==> src/design/opdec_pkg.sv <==
package opdec_pkg;

  // ----------------------------------------------------------------
  // Register map
  // ----------------------------------------------------------------
  localparam logic [7:0] ADDR_FLAGS = 8'h00;
  localparam logic [7:0] ADDR_CTRL = 8'h04;
  localparam logic [7:0] ADDR_SNAP = 8'h08;
  localparam logic [7:0] ADDR_COUNT = 8'h0c;
  localparam int CTRL_ENABLE_BIT = 0;
  localparam int CTRL_FLUSH_BIT = 1;
  localparam logic CTRL_ENABLE_RESET = 1'b1;

  // ----------------------------------------------------------------
  // Status flag word layout
  // ----------------------------------------------------------------
  localparam int FLAG_CF = 0;
  localparam int FLAG_PF = 2;
  localparam int FLAG_AF = 4;
  localparam int FLAG_ZF = 6;
  localparam int FLAG_SF = 7;
  localparam int FLAG_TF = 8;
  localparam int FLAG_IF = 9;
  localparam int FLAG_DF = 10;
  localparam int FLAG_OF = 11;
  localparam logic [15:0] FLAG_ONE = 16'h0001;
  localparam logic [15:0] FLAG_DEFINED_MASK = (FLAG_ONE << FLAG_CF) | (FLAG_ONE << FLAG_PF)
    | (FLAG_ONE << FLAG_AF) | (FLAG_ONE << FLAG_ZF) | (FLAG_ONE << FLAG_SF) | (FLAG_ONE << FLAG_TF)
    | (FLAG_ONE << FLAG_IF) | (FLAG_ONE << FLAG_DF) | (FLAG_ONE << FLAG_OF);
  localparam logic [15:0] FLAGS_RESET = 16'h0000;

  // ----------------------------------------------------------------
  // Opcode field positions and patterns
  // ----------------------------------------------------------------
  localparam int OP_W_BIT = 0;
  localparam int OP_D_BIT = 1;
  localparam int OP_S_BIT = 1;
  localparam int OP_V_BIT = 1;
  localparam int OP_Z_BIT = 0;
  localparam int SEG_FIELD_LSB = 3;
  localparam logic [7:0] SEG_PREFIX_MASK = 8'he7;
  localparam logic [7:0] SEG_PREFIX_VAL = 8'h26;
  localparam logic [7:0] REP_MASK = 8'hfe;
  localparam logic [7:0] REP_VAL = 8'hf2;
  localparam logic [7:0] STR_MASK = 8'hfe;
  localparam logic [7:0] STR_MOVE = 8'ha4;
  localparam logic [7:0] STR_CMP = 8'ha6;
  localparam logic [7:0] STR_STORE = 8'haa;
  localparam logic [7:0] STR_LOAD = 8'hac;
  localparam logic [7:0] STR_SCAN = 8'hae;
  localparam logic [7:0] GRP_MASK = 8'hfc;
  localparam logic [7:0] SHIFT_VAL = 8'hd0;
  localparam logic [7:0] IMM_GRP_VAL = 8'h80;
  localparam logic [1:0] IMM_FORM_WORD = 2'b01;
  localparam logic [1:0] IMM_FORM_SEXT = 2'b11;
  localparam logic [2:0] RM_DIRECT = 3'b110;
  localparam logic [15:0] COUNT_STEP = 16'h0001;

  // ----------------------------------------------------------------
  // Types
  // ----------------------------------------------------------------
  typedef enum logic [1:0] {SEG_ES = 2'b00, SEG_CS = 2'b01, SEG_SS = 2'b10, SEG_DS = 2'b11} seg_t;
  typedef enum logic [1:0] {DISP_NONE = 2'b00, DISP_BYTE_SEXT = 2'b01, DISP_WORD = 2'b10,
                            DISP_REG = 2'b11} disp_kind_t;
  typedef enum logic [3:0] {REG_AX, REG_CX, REG_DX, REG_BX, REG_SP, REG_BP, REG_SI, REG_DI,
                            REG_AL, REG_CL, REG_DL, REG_BL, REG_AH, REG_CH, REG_DH, REG_BH} reg_id_t;
  typedef enum {ST_OPCODE, ST_MODRM} fsm_t;

  typedef struct packed {
    logic has_modrm;
    logic reg_is_dest;
    logic word_op;
    logic imm_word;
    logic imm_sext;
    logic count_one;
    logic count_from_cl;
    logic is_string;
    logic is_cmp_string;
  } op_ctrl_t;

  typedef struct packed {
    disp_kind_t disp_kind;
    logic direct_addr;
    reg_id_t reg_name;
    reg_id_t rm_name;
    seg_t mem_seg;
  } modrm_ctrl_t;

  typedef struct packed {
    op_ctrl_t op;
    modrm_ctrl_t mrm;
    seg_t src_seg;
    seg_t dst_seg;
    seg_t code_seg;
    logic rep_active;
    logic rep_z;
    logic rep_stop;
  } dec_out_t;

  typedef struct packed {
    disp_kind_t disp_kind;
    logic reg_is_dest;
    logic word_op;
    seg_t mem_seg;
    logic [7:0] modrm;
    logic [7:0] opcode;
  } snap_t;

  typedef struct packed {
    logic [31:0] flags_word;
    logic [31:0] ctrl_word;
    logic [31:0] snap_word;
    logic [31:0] count_word;
  } reg_view_t;

  typedef struct packed {
    logic flags_lo;
    logic flags_hi;
    logic ctrl;
    logic [31:0] data;
  } reg_wr_t;

endpackage

==> src/design/field_decoder.sv <==
`timescale 1ns/1ns
`default_nettype none
module field_decoder
  import opdec_pkg::*;
(
  input wire logic [7:0] opcode, // Opcode byte
  input wire logic [7:0] modrm, // Second byte, zero when absent
  input wire logic ovr_valid, // Segment override pending
  input wire seg_t ovr_seg, // Override segment
  output op_ctrl_t op, // Opcode field controls
  output modrm_ctrl_t mrm, // Second byte controls
  output seg_t src_seg, // String source segment
  output seg_t dst_seg // String destination segment
);

  // ----------------------------------------------------------------
  // Helpers
  // ----------------------------------------------------------------
  function automatic reg_id_t reg_name(input logic [2:0] field, input logic word);
    reg_name = reg_id_t'({~word, field}); // RQ13
  endfunction

  function automatic logic needs_modrm(input logic [7:0] b);
    needs_modrm = ((b[7:6] == 2'b00) && !b[2]) || ((b & GRP_MASK) == IMM_GRP_VAL)
      || (b[7:2] == 6'b100001) || (b[7:2] == 6'b100010) || (b[7:2] == 6'b100011)
      || (b[7:2] == 6'b110001) || ((b & GRP_MASK) == SHIFT_VAL)
      || (b[7:1] == 7'b1111011) || (b[7:1] == 7'b1111111);
  endfunction

  function automatic logic is_str(input logic [7:0] b);
    logic [7:0] m;
    m = b & STR_MASK;
    is_str = (m == STR_MOVE) || (m == STR_CMP) || (m == STR_STORE) || (m == STR_LOAD) || (m == STR_SCAN);
  endfunction

  // ----------------------------------------------------------------
  // Decode
  // ----------------------------------------------------------------
  logic bp_based;
  logic [1:0] imm_form;
  logic is_shift;

  always_comb begin
    imm_form = {opcode[OP_S_BIT], opcode[OP_W_BIT]};
    is_shift = (opcode & GRP_MASK) == SHIFT_VAL;
    op.has_modrm = needs_modrm(opcode);
    op.reg_is_dest = opcode[OP_D_BIT]; // RQ4
    op.word_op = opcode[OP_W_BIT]; // RQ5
    op.imm_word = ((opcode & GRP_MASK) == IMM_GRP_VAL) && (imm_form == IMM_FORM_WORD); // RQ6
    op.imm_sext = ((opcode & GRP_MASK) == IMM_GRP_VAL) && (imm_form == IMM_FORM_SEXT); // RQ6
    op.count_one = is_shift && !opcode[OP_V_BIT]; // RQ7
    op.count_from_cl = is_shift && opcode[OP_V_BIT]; // RQ7
    op.is_string = is_str(opcode);
    op.is_cmp_string = ((opcode & STR_MASK) == STR_CMP) || ((opcode & STR_MASK) == STR_SCAN);
    // Mode field picks displacement size or register operand
    mrm.disp_kind = disp_kind_t'(modrm[7:6]); // RQ15
    mrm.direct_addr = (modrm[7:6] == DISP_NONE) && (modrm[2:0] == RM_DIRECT);
    if (mrm.direct_addr) begin
      mrm.disp_kind = DISP_WORD;
    end
    mrm.reg_name = reg_name(modrm[5:3], opcode[OP_W_BIT]); // RQ13
    mrm.rm_name = reg_name(modrm[2:0], opcode[OP_W_BIT]); // RQ13
    // Operands built on the base pointer live in the stack segment
    bp_based = (modrm[2:0] == 3'b010) || (modrm[2:0] == 3'b011)
      || ((modrm[2:0] == RM_DIRECT) && !mrm.direct_addr);
    if (ovr_valid) begin
      mrm.mem_seg = ovr_seg; // RQ9
    end else if (bp_based) begin
      mrm.mem_seg = SEG_SS; // RQ10
    end else begin
      mrm.mem_seg = SEG_DS; // RQ11
    end
    src_seg = ovr_valid ? ovr_seg : SEG_DS; // RQ11
    dst_seg = SEG_ES; // RQ12
  end

endmodule
`default_nettype wire

==> src/design/wb_reg_slave.sv <==
`timescale 1ns/1ns
`default_nettype none
module wb_reg_slave
  import opdec_pkg::*;
(
  input wire logic core_clk, // Core clock
  input wire logic reset_n, // Async reset, active low
  input wire logic cyc_i, // Bus cycle
  input wire logic stb_i, // Strobe
  input wire logic we_i, // Write enable
  input wire logic [7:0] adr_i, // Byte address
  input wire logic [31:0] dat_i, // Write data
  input wire logic [3:0] sel_i, // Byte lanes
  output logic [31:0] dat_o, // Read data
  output logic ack_o, // Acknowledge
  input wire reg_view_t view, // Register read values
  output reg_wr_t wr // Write strobes
);

  typedef struct packed {
    logic ack;
    logic [31:0] dat;
  } slave_state_t;

  slave_state_t q, d;
  logic req;

  // ----------------------------------------------------------------
  // Decode, one answer per request
  // ----------------------------------------------------------------
  always_comb begin
    req = cyc_i && stb_i && !q.ack;
    d.ack = req;
    d.dat = 32'h0000_0000;
    wr.flags_lo = 1'b0;
    wr.flags_hi = 1'b0;
    wr.ctrl = 1'b0;
    wr.data = dat_i;
    if (adr_i == ADDR_FLAGS) begin
      d.dat = view.flags_word;
      wr.flags_lo = req && we_i && sel_i[0];
      wr.flags_hi = req && we_i && sel_i[1];
    end else if (adr_i == ADDR_CTRL) begin
      d.dat = view.ctrl_word;
      wr.ctrl = req && we_i && sel_i[0];
    end else if (adr_i == ADDR_SNAP) begin
      d.dat = view.snap_word;
    end else if (adr_i == ADDR_COUNT) begin
      d.dat = view.count_word;
    end
    if (!req || we_i) begin
      d.dat = q.dat;
    end
  end

  // Registers
  always_ff @(posedge core_clk or negedge reset_n) begin
    if (!reset_n) begin
      q <= '0;
    end else begin
      q <= d;
    end
  end

  assign ack_o = q.ack;
  assign dat_o = q.dat;

endmodule
`default_nettype wire

==> src/design/x86_opcode_field_decoder.sv <==
// How it works
// RQ1: Flag word bit 9 interrupt enable, 10 direction, 11 overflow; 15..12 undefined.
// RQ2: Flag word bit 8 single-step trap, 7 sign, 6 zero.
// RQ3: Flag word bit 4 BCD aux carry, 2 parity, 0 carry; 5, 3, 1 undefined.
// RQ4: Direction bit 1 makes register the destination, 0 the source.
// RQ5: Width bit 1 selects word operation, 0 selects byte operation.
// RQ6: Immediate form 01 takes a full word; 11 sign-extends one byte.
// RQ7: Shift count source 0 means count of one, 1 means count from CL.
// RQ8: Repeat prefix low bit is compared with zero flag to end compare or scan.
// RQ9: Prefix 001ss110 overrides the memory segment of the next instruction.
// RQ10: BP-based addresses default to stack segment; code fetch always uses code segment.
// RQ11: Non-string SI/DI and string source default to data segment, overridable.
// RQ12: String destination always uses the extra segment; override ignored.
// RQ13: Register field maps 000..111 onto word or byte register names.
// RQ14: Segment field decodes 00 ES, 01 CS, 10 SS, 11 DS.
// RQ15: Mode field: 00 no displacement, 01 byte sign-extended, 10 word, 11 register.
// RQ16: Decoded controls appear in the same cycle the byte is accepted.
//
// The register offsets and the Wishbone register port were decided locally.
`timescale 1ns/1ns
`default_nettype none
module x86_opcode_field_decoder
  import opdec_pkg::*;
(
  input wire logic core_clk, // Core clock, 20 MHz
  input wire logic reset_n, // Async reset, active low
  input wire logic cyc_i, // Wishbone cycle
  input wire logic stb_i, // Wishbone strobe
  input wire logic we_i, // Wishbone write enable
  input wire logic [7:0] adr_i, // Wishbone byte address
  input wire logic [31:0] dat_i, // Wishbone write data
  input wire logic [3:0] sel_i, // Wishbone byte lanes
  output logic [31:0] dat_o, // Wishbone read data
  output logic ack_o, // Wishbone acknowledge
  input wire logic fetch_valid, // Instruction byte offered
  input wire logic [7:0] fetch_byte, // Instruction byte
  output logic fetch_ready, // Byte will be taken
  output dec_out_t dec, // Decoded controls
  output logic op_valid, // Opcode byte decoded this cycle
  output logic mrm_valid, // Second byte decoded this cycle
  input wire logic flag_load, // Datapath writes the flag word
  input wire logic [15:0] flag_value, // New flag word from datapath
  output logic [15:0] flags_out // Current flag word
);

  // ----------------------------------------------------------------
  // State
  // ----------------------------------------------------------------
  typedef struct packed {
    fsm_t st;
    logic [7:0] opcode;
    logic ovr_valid;
    seg_t ovr_seg;
    logic rep_valid;
    logic rep_z;
    logic [15:0] flags;
    logic enable;
    snap_t snap;
    logic [15:0] count;
  } core_state_t;

  core_state_t q, d;
  op_ctrl_t op;
  modrm_ctrl_t mrm;
  seg_t src_seg;
  seg_t dst_seg;
  logic [7:0] cur_opcode;
  logic [7:0] cur_modrm;
  logic accept;
  logic is_seg_prefix;
  logic is_rep;
  reg_view_t view;
  reg_wr_t wr;

  // ----------------------------------------------------------------
  // Register bus slave
  // ----------------------------------------------------------------
  wb_reg_slave u_bus (
    .core_clk(core_clk),
    .reset_n(reset_n),
    .cyc_i(cyc_i),
    .stb_i(stb_i),
    .we_i(we_i),
    .adr_i(adr_i),
    .dat_i(dat_i),
    .sel_i(sel_i),
    .dat_o(dat_o),
    .ack_o(ack_o),
    .view(view),
    .wr(wr)
  );

  // Read values, unused bits read as zero
  always_comb begin
    view = '0;
    view.flags_word[15:0] = q.flags;
    view.ctrl_word[CTRL_ENABLE_BIT] = q.enable;
    view.snap_word[$bits(snap_t)-1:0] = q.snap;
    view.count_word[15:0] = q.count;
  end

  // ----------------------------------------------------------------
  // Field decode of the byte being accepted
  // ----------------------------------------------------------------
  assign cur_opcode = (q.st == ST_MODRM) ? q.opcode : fetch_byte;
  assign cur_modrm = (q.st == ST_MODRM) ? fetch_byte : 8'h00;

  field_decoder u_fields (
    .opcode(cur_opcode),
    .modrm(cur_modrm),
    .ovr_valid(q.ovr_valid),
    .ovr_seg(q.ovr_seg),
    .op(op),
    .mrm(mrm),
    .src_seg(src_seg),
    .dst_seg(dst_seg)
  );

  // Prefix recognition
  assign is_seg_prefix = (fetch_byte & SEG_PREFIX_MASK) == SEG_PREFIX_VAL; // RQ9
  assign is_rep = (fetch_byte & REP_MASK) == REP_VAL;

  // Handshake toward fetch
  assign fetch_ready = q.enable;
  assign accept = fetch_valid && q.enable;

  // ----------------------------------------------------------------
  // Decoded output bundle, combinational from the accepted byte
  // ----------------------------------------------------------------
  always_comb begin
    dec.op = op; // RQ16
    dec.mrm = mrm; // RQ16
    dec.src_seg = src_seg;
    dec.dst_seg = dst_seg; // RQ12
    dec.code_seg = SEG_CS; // RQ10
    dec.rep_active = q.rep_valid;
    dec.rep_z = q.rep_z; // RQ8
    // Compare and scan end when the zero flag differs from the prefix bit
    dec.rep_stop = q.rep_valid && op.is_cmp_string && (q.flags[FLAG_ZF] != q.rep_z); // RQ8
  end

  assign flags_out = q.flags;

  // ----------------------------------------------------------------
  // Next state
  // ----------------------------------------------------------------
  always_comb begin
    d = q;
    op_valid = 1'b0;
    mrm_valid = 1'b0;
    if (accept) begin
      d.count = q.count + COUNT_STEP;
    end
    case (q.st)
      ST_OPCODE: begin
        if (accept) begin
          if (is_seg_prefix) begin
            // Remember the segment for the next instruction
            d.ovr_valid = 1'b1; // RQ9
            d.ovr_seg = seg_t'(fetch_byte[SEG_FIELD_LSB +: 2]); // RQ14
          end else if (is_rep) begin
            d.rep_valid = 1'b1;
            d.rep_z = fetch_byte[OP_Z_BIT]; // RQ8
          end else begin
            op_valid = 1'b1; // RQ16
            d.opcode = fetch_byte;
            d.snap.opcode = fetch_byte;
            d.snap.modrm = 8'h00;
            d.snap.word_op = op.word_op;
            d.snap.reg_is_dest = op.reg_is_dest;
            d.snap.disp_kind = DISP_NONE;
            d.snap.mem_seg = op.is_string ? src_seg : mrm.mem_seg;
            if (op.has_modrm) begin
              d.st = ST_MODRM;
            end else begin
              // Prefixes apply to this instruction only
              d.ovr_valid = 1'b0;
              d.rep_valid = 1'b0;
            end
          end
        end
      end
      ST_MODRM: begin
        if (accept) begin
          mrm_valid = 1'b1; // RQ16
          d.snap.modrm = fetch_byte;
          d.snap.disp_kind = mrm.disp_kind; // RQ15
          d.snap.mem_seg = mrm.mem_seg; // RQ10
          d.st = ST_OPCODE;
          d.ovr_valid = 1'b0;
          d.rep_valid = 1'b0;
        end
      end
      default: begin
        d.st = ST_OPCODE;
      end
    endcase
    // Software control: enable and prefix flush
    if (wr.ctrl) begin
      d.enable = wr.data[CTRL_ENABLE_BIT];
      if (wr.data[CTRL_FLUSH_BIT]) begin
        d.st = ST_OPCODE;
        d.ovr_valid = 1'b0;
        d.rep_valid = 1'b0;
      end
    end
    // Flag word: software by byte lane, undefined bits held at zero
    if (wr.flags_lo) begin
      d.flags[7:0] = wr.data[7:0] & FLAG_DEFINED_MASK[7:0]; // RQ2
    end
    if (wr.flags_hi) begin
      d.flags[15:8] = wr.data[15:8] & FLAG_DEFINED_MASK[15:8]; // RQ1
    end
    // Datapath update wins over a software write in the same cycle
    if (flag_load) begin
      d.flags = flag_value & FLAG_DEFINED_MASK; // RQ3
    end
  end

  // ----------------------------------------------------------------
  // Registers
  // ----------------------------------------------------------------
  always_ff @(posedge core_clk or negedge reset_n) begin
    if (!reset_n) begin
      q.st <= ST_OPCODE;
      q.opcode <= 8'h00;
      q.ovr_valid <= 1'b0;
      q.ovr_seg <= SEG_DS;
      q.rep_valid <= 1'b0;
      q.rep_z <= 1'b0;
      q.flags <= FLAGS_RESET;
      q.enable <= CTRL_ENABLE_RESET;
      q.snap <= '0;
      q.count <= 16'h0000;
    end else begin
      q <= d;
    end
  end

endmodule
`default_nettype wire

==> config.mk <==
export PLATFORM = sky130hd
export DESIGN_NAME = x86_opcode_field_decoder
export DESIGN_NICKNAME = d
export VERILOG_FILES = /design/src/design/opdec_pkg.sv /design/src/design/field_decoder.sv /design/src/design/wb_reg_slave.sv /design/src/design/x86_opcode_field_decoder.sv
export SDC_FILE = /design/constraint.sdc
export NUM_CORES = 1
export LEC_CHECK = 0
export BUFFER_PORTS_ARGS = -buffer_cell sky130_fd_sc_hd__buf_2
export CAP_MARGIN = 20
export CORE_MARGIN = 1.5
export CORE_UTILIZATION = 55
export DETAILED_ROUTE_END_ITERATION = 8
export PLACE_DENSITY = 0.88
export SETUP_SLACK_MARGIN = 0.05
export SYNTH_ARGS = -nofsm -noshare
export SYNTH_HDL_FRONTEND = slang
export SYNTH_HIERARCHICAL = 1
export SYNTH_SLANG_ARGS = --single-unit
==> constraint.sdc <==
create_clock -name core_clk -period 8 [get_ports core_clk]
set_input_delay 0.8 -clock core_clk [delete_from_list [all_inputs] [get_ports core_clk]]
set_output_delay 0.8 -clock core_clk [all_outputs]
set_load 0.01 [all_outputs]
======== Word level (Yosys, flattened, before mapping) ========
Cells that the tools add are included.
W data, S select, Z words.
operators by class
  bitwise logic cells ..................... 3
  $add $sub $neg .......................... 1
  mux-type cells .......................... 53
  reduce and logical (&&, ||, !) cells .... 47
  equality and inequality tests ........... 30
operators with widths
  operator                 number
  $mux W32                 7
  $mux W22                 3
  $pmux W32 S2             1
  $eq A7 B7 Y1 const B     8
  $mux W45                 1
  $mux W41                 1
  $mux W40                 1
  $eq A6 B6 Y1 const B     6
  $eq A32 B1 Y1 const B    1
  $eq A32 B2 Y1 const B    1
  $logic_not A32 Y1        1
  $mux W16                 2
  $mux W8                  4
  $mux W1                  20
  $pmux W10 S2             1
  $add A16 B1 Y16 const B  1
  $eq A8 B4 Y1 const B     2
  $logic_or A1 B1 Y1       16
  $mux W2                  8
  $logic_and A1 B1 Y1      15
  $mux W10                 1
  $eq A8 B3 Y1 const B     1
  $logic_not A8 Y1         1
  $ne A2 B2 Y1 const B     4
  15 further kinds         27
word-level totals
  output and inout port bits .............. 83
  bits of input ports ..................... 75
  word-level logic and storage cells ...... 151
  register bits ........................... 125

======== Depth between registers and ports, before layout ========
Gate-level depths: netlist of the first run.
  depth in word-level cells ............... 19
  depth in mapped cells ................... 12
  mapped depth without buffers ............ 11

======== Cells and area by module ========
Netlist of the first run, hierarchy kept.
by module, submodules not included
  module                    sequential area each (µm²)  cells an instance  instances  area an instance (µm²)
  x86_opcode_field_decoder  2,130.8                     281                1          3,528.4
  wb_reg_slave              825.8                       157                1          2,297.2
  field_decoder             0.0                         47                 1          281.5

======== Worst setup path after synthesis of the first run ========
No wires, ideal clock.
  path type ............................... flip-flop to output port
  start point ............................. register q[81] in the netlist's numbering
  end point ............................... output dec[0] in the netlist's numbering
  data arrival time ....................... 2,394 ps
  data required time ...................... 7,200 ps
  setup slack ............................. 4,806 ps
  stages on the path, launching flop included .. 8
  buffers on the path ..................... 1
  cell sequence ........................... dfrtp_1 nor4_1 nand4_1 nor3_1 buf_2 mux2_2 nor4_1 and3_1
RTL lines
  element             RTL line                        RTL
  start: declaration  x86_opcode_field_decoder.sv:62  core_state_t q, d;
  end: declaration    x86_opcode_field_decoder.sv:38  output dec_out_t dec,

==> qor.csv, run 1 <==
metric;value;unit
Post-Place Cells;771;
total routed wirelength;13910;µm
number of buffers added by the clock tree synthesis step;17;
Peak VDD IR;0.0001517;V
highest net fanout along the worst path;18;
gpl congestion;0.8900;
vias after detailed routing;4405;
via count of the first global-routing pass;4513;
launch point of the worst reg-to-reg path;q[69];
path category of the worst min-delay check;in2async;
status;finished clean;
largest net degree at the start of global routing;78;
CTS sink cnt;118;
smallest hold slack;0.2539;ns
Final Skew;0.004490;ns
kind of start point of the critical path;register;
count of final max-slew check failures;0;
clock tree from TritonCTS;built;
later-pin clock latency in the skew report;0.51;ns
transition time at the pin with the least slew margin;1.035;ns
Root Driver;sky130_fd_sc_hd__clkbuf_8;
number of hold-slack violations in the final timing report;0;
number of nets with antenna violations after routing;0;
post-layout minimum cycle time;4.335;ns
total die area;11440;µm²
max frequency;230.7;MHz
PostCTS Resize Cnt;0;
core region area;10420;µm²
critical path data arrival time;3.53;ns
Max H-tree Level;4;
1st-iter DRT viols;306;
growth of design area from synthesis to finish;23.35;%
post-route non-filler standard cell count;804;
initial antenna violation count;0;
number of cells produced by synthesis;463;
floorplan die height;106.9;µm
fraction of final layout cells with drive strength greater than 1;34.13;%
kind of end point of the critical path;primary output;
RSZ-0062 raised after global routing;false;
global route total overflow;0;
total routing usage reported by global routing;25.85;%
critical path type;reg2out;
Vias per Instance;5.479;
required time at the endpoint of the critical path;7.20;ns
static leakage;3.627;nW
global-route wire length before repair;22010;µm
post-route fraction of the period consumed by the critical path;54.18;%
diode count;0;
CP Launch Point;q[69];
DR pass1 iterations;4;
number of hold-repair buffers added at the cts stage;0;
number of core rows;37;
Horiz. Die Dim;106.9;µm
Clk pin slew, worst setup/hold paths;0.06;ns
IO Port Bufs;115;
total negative slack;0;ns
Post-CTS Repair Setup Buffers;0;
detailed-route DRC error count;0;
buffer depth of the longest clock path;2;
headroom to the max-slew limit;30.37;%
warning count from the yosys run;6;
dpl hpwl;9674;µm
Initial Util;57.05;%
final count of negative-setup-slack endpoints;0;
power per standard cell area;208.5;nW/µm²
per-cell routed wire length;17.31;µm
Post-Synthesis Cell Area;5942;µm²
synthesized area per cell;12.83;µm²
number of top-level design ports;158;
core occupancy in the finished layout;70.37;%
number of nets in the layout;731;
number of max-capacitance violations reported;0;
metrics by stage:
stage	total power, mW	cell area [µm²]	setup slack [ns]
after floorplan	0.7051	6389	4.806
after global placement	0.7273	6689	4.447
after detailed placement	0.7319	6689	4.297
after CTS	1.533	7325	3.670
after global routing	1.579	7330	3.467
final	1.529	7330	3.665
routing by layer:
layer  up-vias  GRT usage (%)  share of wire [%]
met2       194          45.56                 53
met5         -              0                  0
li1       1941              -                  -
met4         0          10.29                2.1
met3        30          7.599                8.3
met1      2240          29.49                 37
flip-flops by register name, summed over array words and instances (netlist names):
| signal | cells |
|---|---|
| fetch_ready | 1 |
| dec | 2 |
| flags_out | 9 |
| u_bus/ack_o | 1 |
| u_bus/dat_o | 32 |
| q | 73 |
layout make-up:
type | count | area (µm²)
timing repair buffer | 122 | 628.1
sequential | 118 | 2957
clock inverter | 13 | 193.9
multi-input combinational | 389 | 2913
fill | 718 | 3087
tap | 136 | 170.2
clock buffer | 19 | 441.7
inverter | 7 | 26.28
placed cells by master, fill, tap and decap left out, types with 6 or more instances in the layout:
cell type                   count
sky130_fd_sc_hd__nor2_1        17
sky130_fd_sc_hd__nand4_1       10
sky130_fd_sc_hd__conb_1       122
sky130_fd_sc_hd__nor4_1        13
sky130_fd_sc_hd__nand2b_1       6
sky130_fd_sc_hd__o21ai_0       16
sky130_fd_sc_hd__nand2_1       23
sky130_fd_sc_hd__mux4_2        32
sky130_fd_sc_hd__mux2_2        30
sky130_fd_sc_hd__xnor2_1       12
sky130_fd_sc_hd__buf_4          7
sky130_fd_sc_hd__buf_2        114
sky130_fd_sc_hd__and2_1        10
sky130_fd_sc_hd__a22o_1        32
sky130_fd_sc_hd__nand3_1        8
sky130_fd_sc_hd__clkbuf_16     16
sky130_fd_sc_hd__mux2i_1        9
sky130_fd_sc_hd__inv_1          7
sky130_fd_sc_hd__dfrtp_1      115
worst paths after layout:
check	slack, ns	depth (start not counted)	endpoint
max reg2reg	4.43	12	dec[2]
max in group asynchronous	6.44	2	q[18]
min reg2reg	0.48	1	q[15]
min in group core_clk	0.48	1	q[15]
min	0.25	1	u_bus/dat_o[27]
max	3.67	9	dec[30]
critical path: stages, from the launching register on:
cell,delay (ns)
sky130_fd_sc_hd__dfrtp_1,0.36
sky130_fd_sc_hd__nor4_1,0.34
sky130_fd_sc_hd__nand4_1,0.23
sky130_fd_sc_hd__nor3_1,0.34
sky130_fd_sc_hd__buf_4,0.29
sky130_fd_sc_hd__mux2_2,0.43
sky130_fd_sc_hd__nor3b_2,0.18
sky130_fd_sc_hd__a31oi_1,0.06
sky130_fd_sc_hd__a211oi_1,0.54
sky130_fd_sc_hd__buf_2,0.24
where the power goes:
| part | internal (mW) | switching [mW] | total, mW |
|---|---|---|---|
| sequential | 0.611 | 0.00858 | 0.620 |
| clock | 0.526 | 0.276 | 0.803 |
| combinational | 0.0444 | 0.0614 | 0.106 |
| total | 1.18 | 0.346 | 1.53 |
No activity file was read; power rests on OpenSTA's default activity.
==> inputs of run 2 (changes only) <==
--- a/config.mk
+++ b/config.mk
@@ -8,9 +8,9 @@
 export BUFFER_PORTS_ARGS = -buffer_cell sky130_fd_sc_hd__buf_2
 export CAP_MARGIN = 20
 export CORE_MARGIN = 1.5
-export CORE_UTILIZATION = 55
+export CORE_UTILIZATION = 54
 export DETAILED_ROUTE_END_ITERATION = 8
-export PLACE_DENSITY = 0.88
+export PLACE_DENSITY = 0.86
 export SETUP_SLACK_MARGIN = 0.05
 export SYNTH_ARGS = -nofsm -noshare
 export SYNTH_HDL_FRONTEND = slang
==> constraint.sdc (replaced) <==
create_clock -name core_clk -period 4.3 [get_ports core_clk]
set_input_delay 0.43 -clock core_clk [delete_from_list [all_inputs] [get_ports core_clk]]
set_output_delay 0.43 -clock core_clk [all_outputs]
set_load 0.01 [all_outputs]
==> run 2 against run 1 <==
Against the previous run:
- die area rose by 1.8%
- setup slack got worse by 3.2 ns
- combinational power rose by 86%
==> qor.csv, run 2 (synthesized netlist as in run 1, its figures left out) <==
metric;value;unit
status;finished clean;
transition time at the pin with the least slew margin;1.019;ns
launch point of the worst reg-to-reg path;q[87];
final count of negative-setup-slack endpoints;0;
number of buffers added by the clock tree synthesis step;17;
Crit path buffers/inverters;2;
number of instances on the worst hold path;2;
highest net fanout along the worst path;20;
post-route fraction of the period consumed by the critical path;88.32;%
commonest non-fill, non-tap cells in the layout;122 x sky130_fd_sc_hd__conb_1, 115 x sky130_fd_sc_hd__dfrtp_1, 114 x sky130_fd_sc_hd__buf_2;
diode count;0;
floorplan die height;107.9;µm
most common cell after layout, fill and taps aside;sky130_fd_sc_hd__conb_1;
Worst Reg-to-Reg Cells;12;
post-placement setup slack;1.179;ns
min setup slack post-route;0.5021;ns
static leakage;3.657;nW
growth of design area from synthesis to finish;24.03;%
most flop-heavy register;q;
DR pass1 iterations;5;
post-layout minimum cycle time;3.798;ns
total die area;11640;µm²
number of top-level design ports;158;
kind of start point of the critical path;register;
core occupancy in the finished layout;68.28;%
vias after detailed routing;4302;
number of nets with antenna violations after routing;0;
Vias per Instance;5.311;
highest-delay cell along the critical path;sky130_fd_sc_hd__nor4_1;
initial antenna violation count;0;
dpl hpwl;9255;µm
Peak VDD IR;0.0003019;V
Hold Path Sink;dec[2];
critical path data arrival time;3.37;ns
total routing usage reported by global routing;25.23;%
clock tree from TritonCTS;built;
required time at the endpoint of the critical path;3.87;ns
gpl congestion;0.9142;
max frequency;263.3;MHz
list of cells traversed by the critical path;nor4_1, nand4_1, nor3_1, buf_4, mux2_2, nor4_1, buf_2;
Final Skew;0.008159;ns
critical path type;reg2out;
Root Driver;sky130_fd_sc_hd__clkbuf_8;
Max H-tree Level;4;
Post-CTS Repair Setup Buffers;0;
Horiz. Die Dim;107.9;µm
CP Depth;7;
CP most frequent cell;sky130_fd_sc_hd__nor4_1;
number of hold-slack violations in the final timing report;0;
endpoint of the lowest-slack register-to-register path;dec[2];
largest net degree at the start of global routing;88;
PostCTS Resize Cnt;0;
total negative slack;0;ns
number of core rows;38;
later-pin clock latency in the skew report;0.52;ns
buffer depth of the longest clock path;2;
critical path's largest stage delay;0.73;ns
1st-iter DRT viols;227;
core region area;10790;µm²
power per standard cell area;386.0;nW/µm²
path category of the worst min-delay check;in2reg;
number of max-capacitance violations reported;0;
number of nets in the layout;733;
Final Instance Area;7370;µm²
CTS sink cnt;118;
global-route wire length before repair;21730;µm
kind of cell adding the most delay to the critical path;simple AND/OR/NAND/NOR gates;
global route total overflow;0;
total routed wirelength;13200;µm
fraction of final layout cells with drive strength greater than 1;33.88;%
Initial Util;55.05;%
count of final max-slew check failures;0;
Clk pin slew, worst setup/hold paths;0.06;ns
smallest hold slack;0.1210;ns
placement-stage cell area;6694;µm²
source of the worst hold timing path;dat_i[1];
reg-to-reg slack, setup;1.03;ns
RSZ-0062 raised after global routing;false;
IO Port Bufs;115;
Largest register FFs;73;
headroom to the max-slew limit;31.45;%
via count of the first global-routing pass;4373;
detailed-route DRC error count;0;
per-cell routed wire length;16.30;µm
kind of end point of the critical path;primary output;
## run 2: power breakdown
part | switching, mW | internal, mW | leakage [nW]
clock | 0.479 | 1.02 | 0.311
sequential | 0.0155 | 1.14 | 1.54
combinational | 0.111 | 0.0857 | 1.81
## run 2: worst max path at each step
stage	from	to	slack [ns]
finish	q[87]	dec[23]	0.50
detailed placement	q[87]	dec[2]	1.18
floorplan	q[81]	dec[2]	1.39
global placement	q[73]	dec[23]	1.25
global route	q[87]	dec[23]	0.23
CTS	q[87]	dec[30]	0.51
## run 2: routing by layer
layer  GRT usage (%)  wire, µm
met2           43.59      6850
met5               0         0
met3           7.627      1075
met1           29.98      5039
met4           9.117       234
## run 2: cell type report
type,instances,area (µm²)
flip-flops and latches,118,2957
repair buffers,124,665.6
clock buffers,24,490.5
clock inverters,8,142.6
well taps,140,175.2
multi-input cells,389,2913
fillers,756,3423
inverters,7,26.28
## run 2: stage by stage
step           total power, mW  cells
2_1_floorplan            1.312    582
3_3_place_gp             1.353    775
3_5_place_dp             1.362    775
4_1_cts                  2.859    807
5_1_grt                  2.958    810
6_report                 2.845    810
## run 2: what timing repair did
item                                   in CTS  in global routing
setup endpoints to repair                   0                  0
hold buffers                                0                  1
endpoints found under the hold margin       0                 34
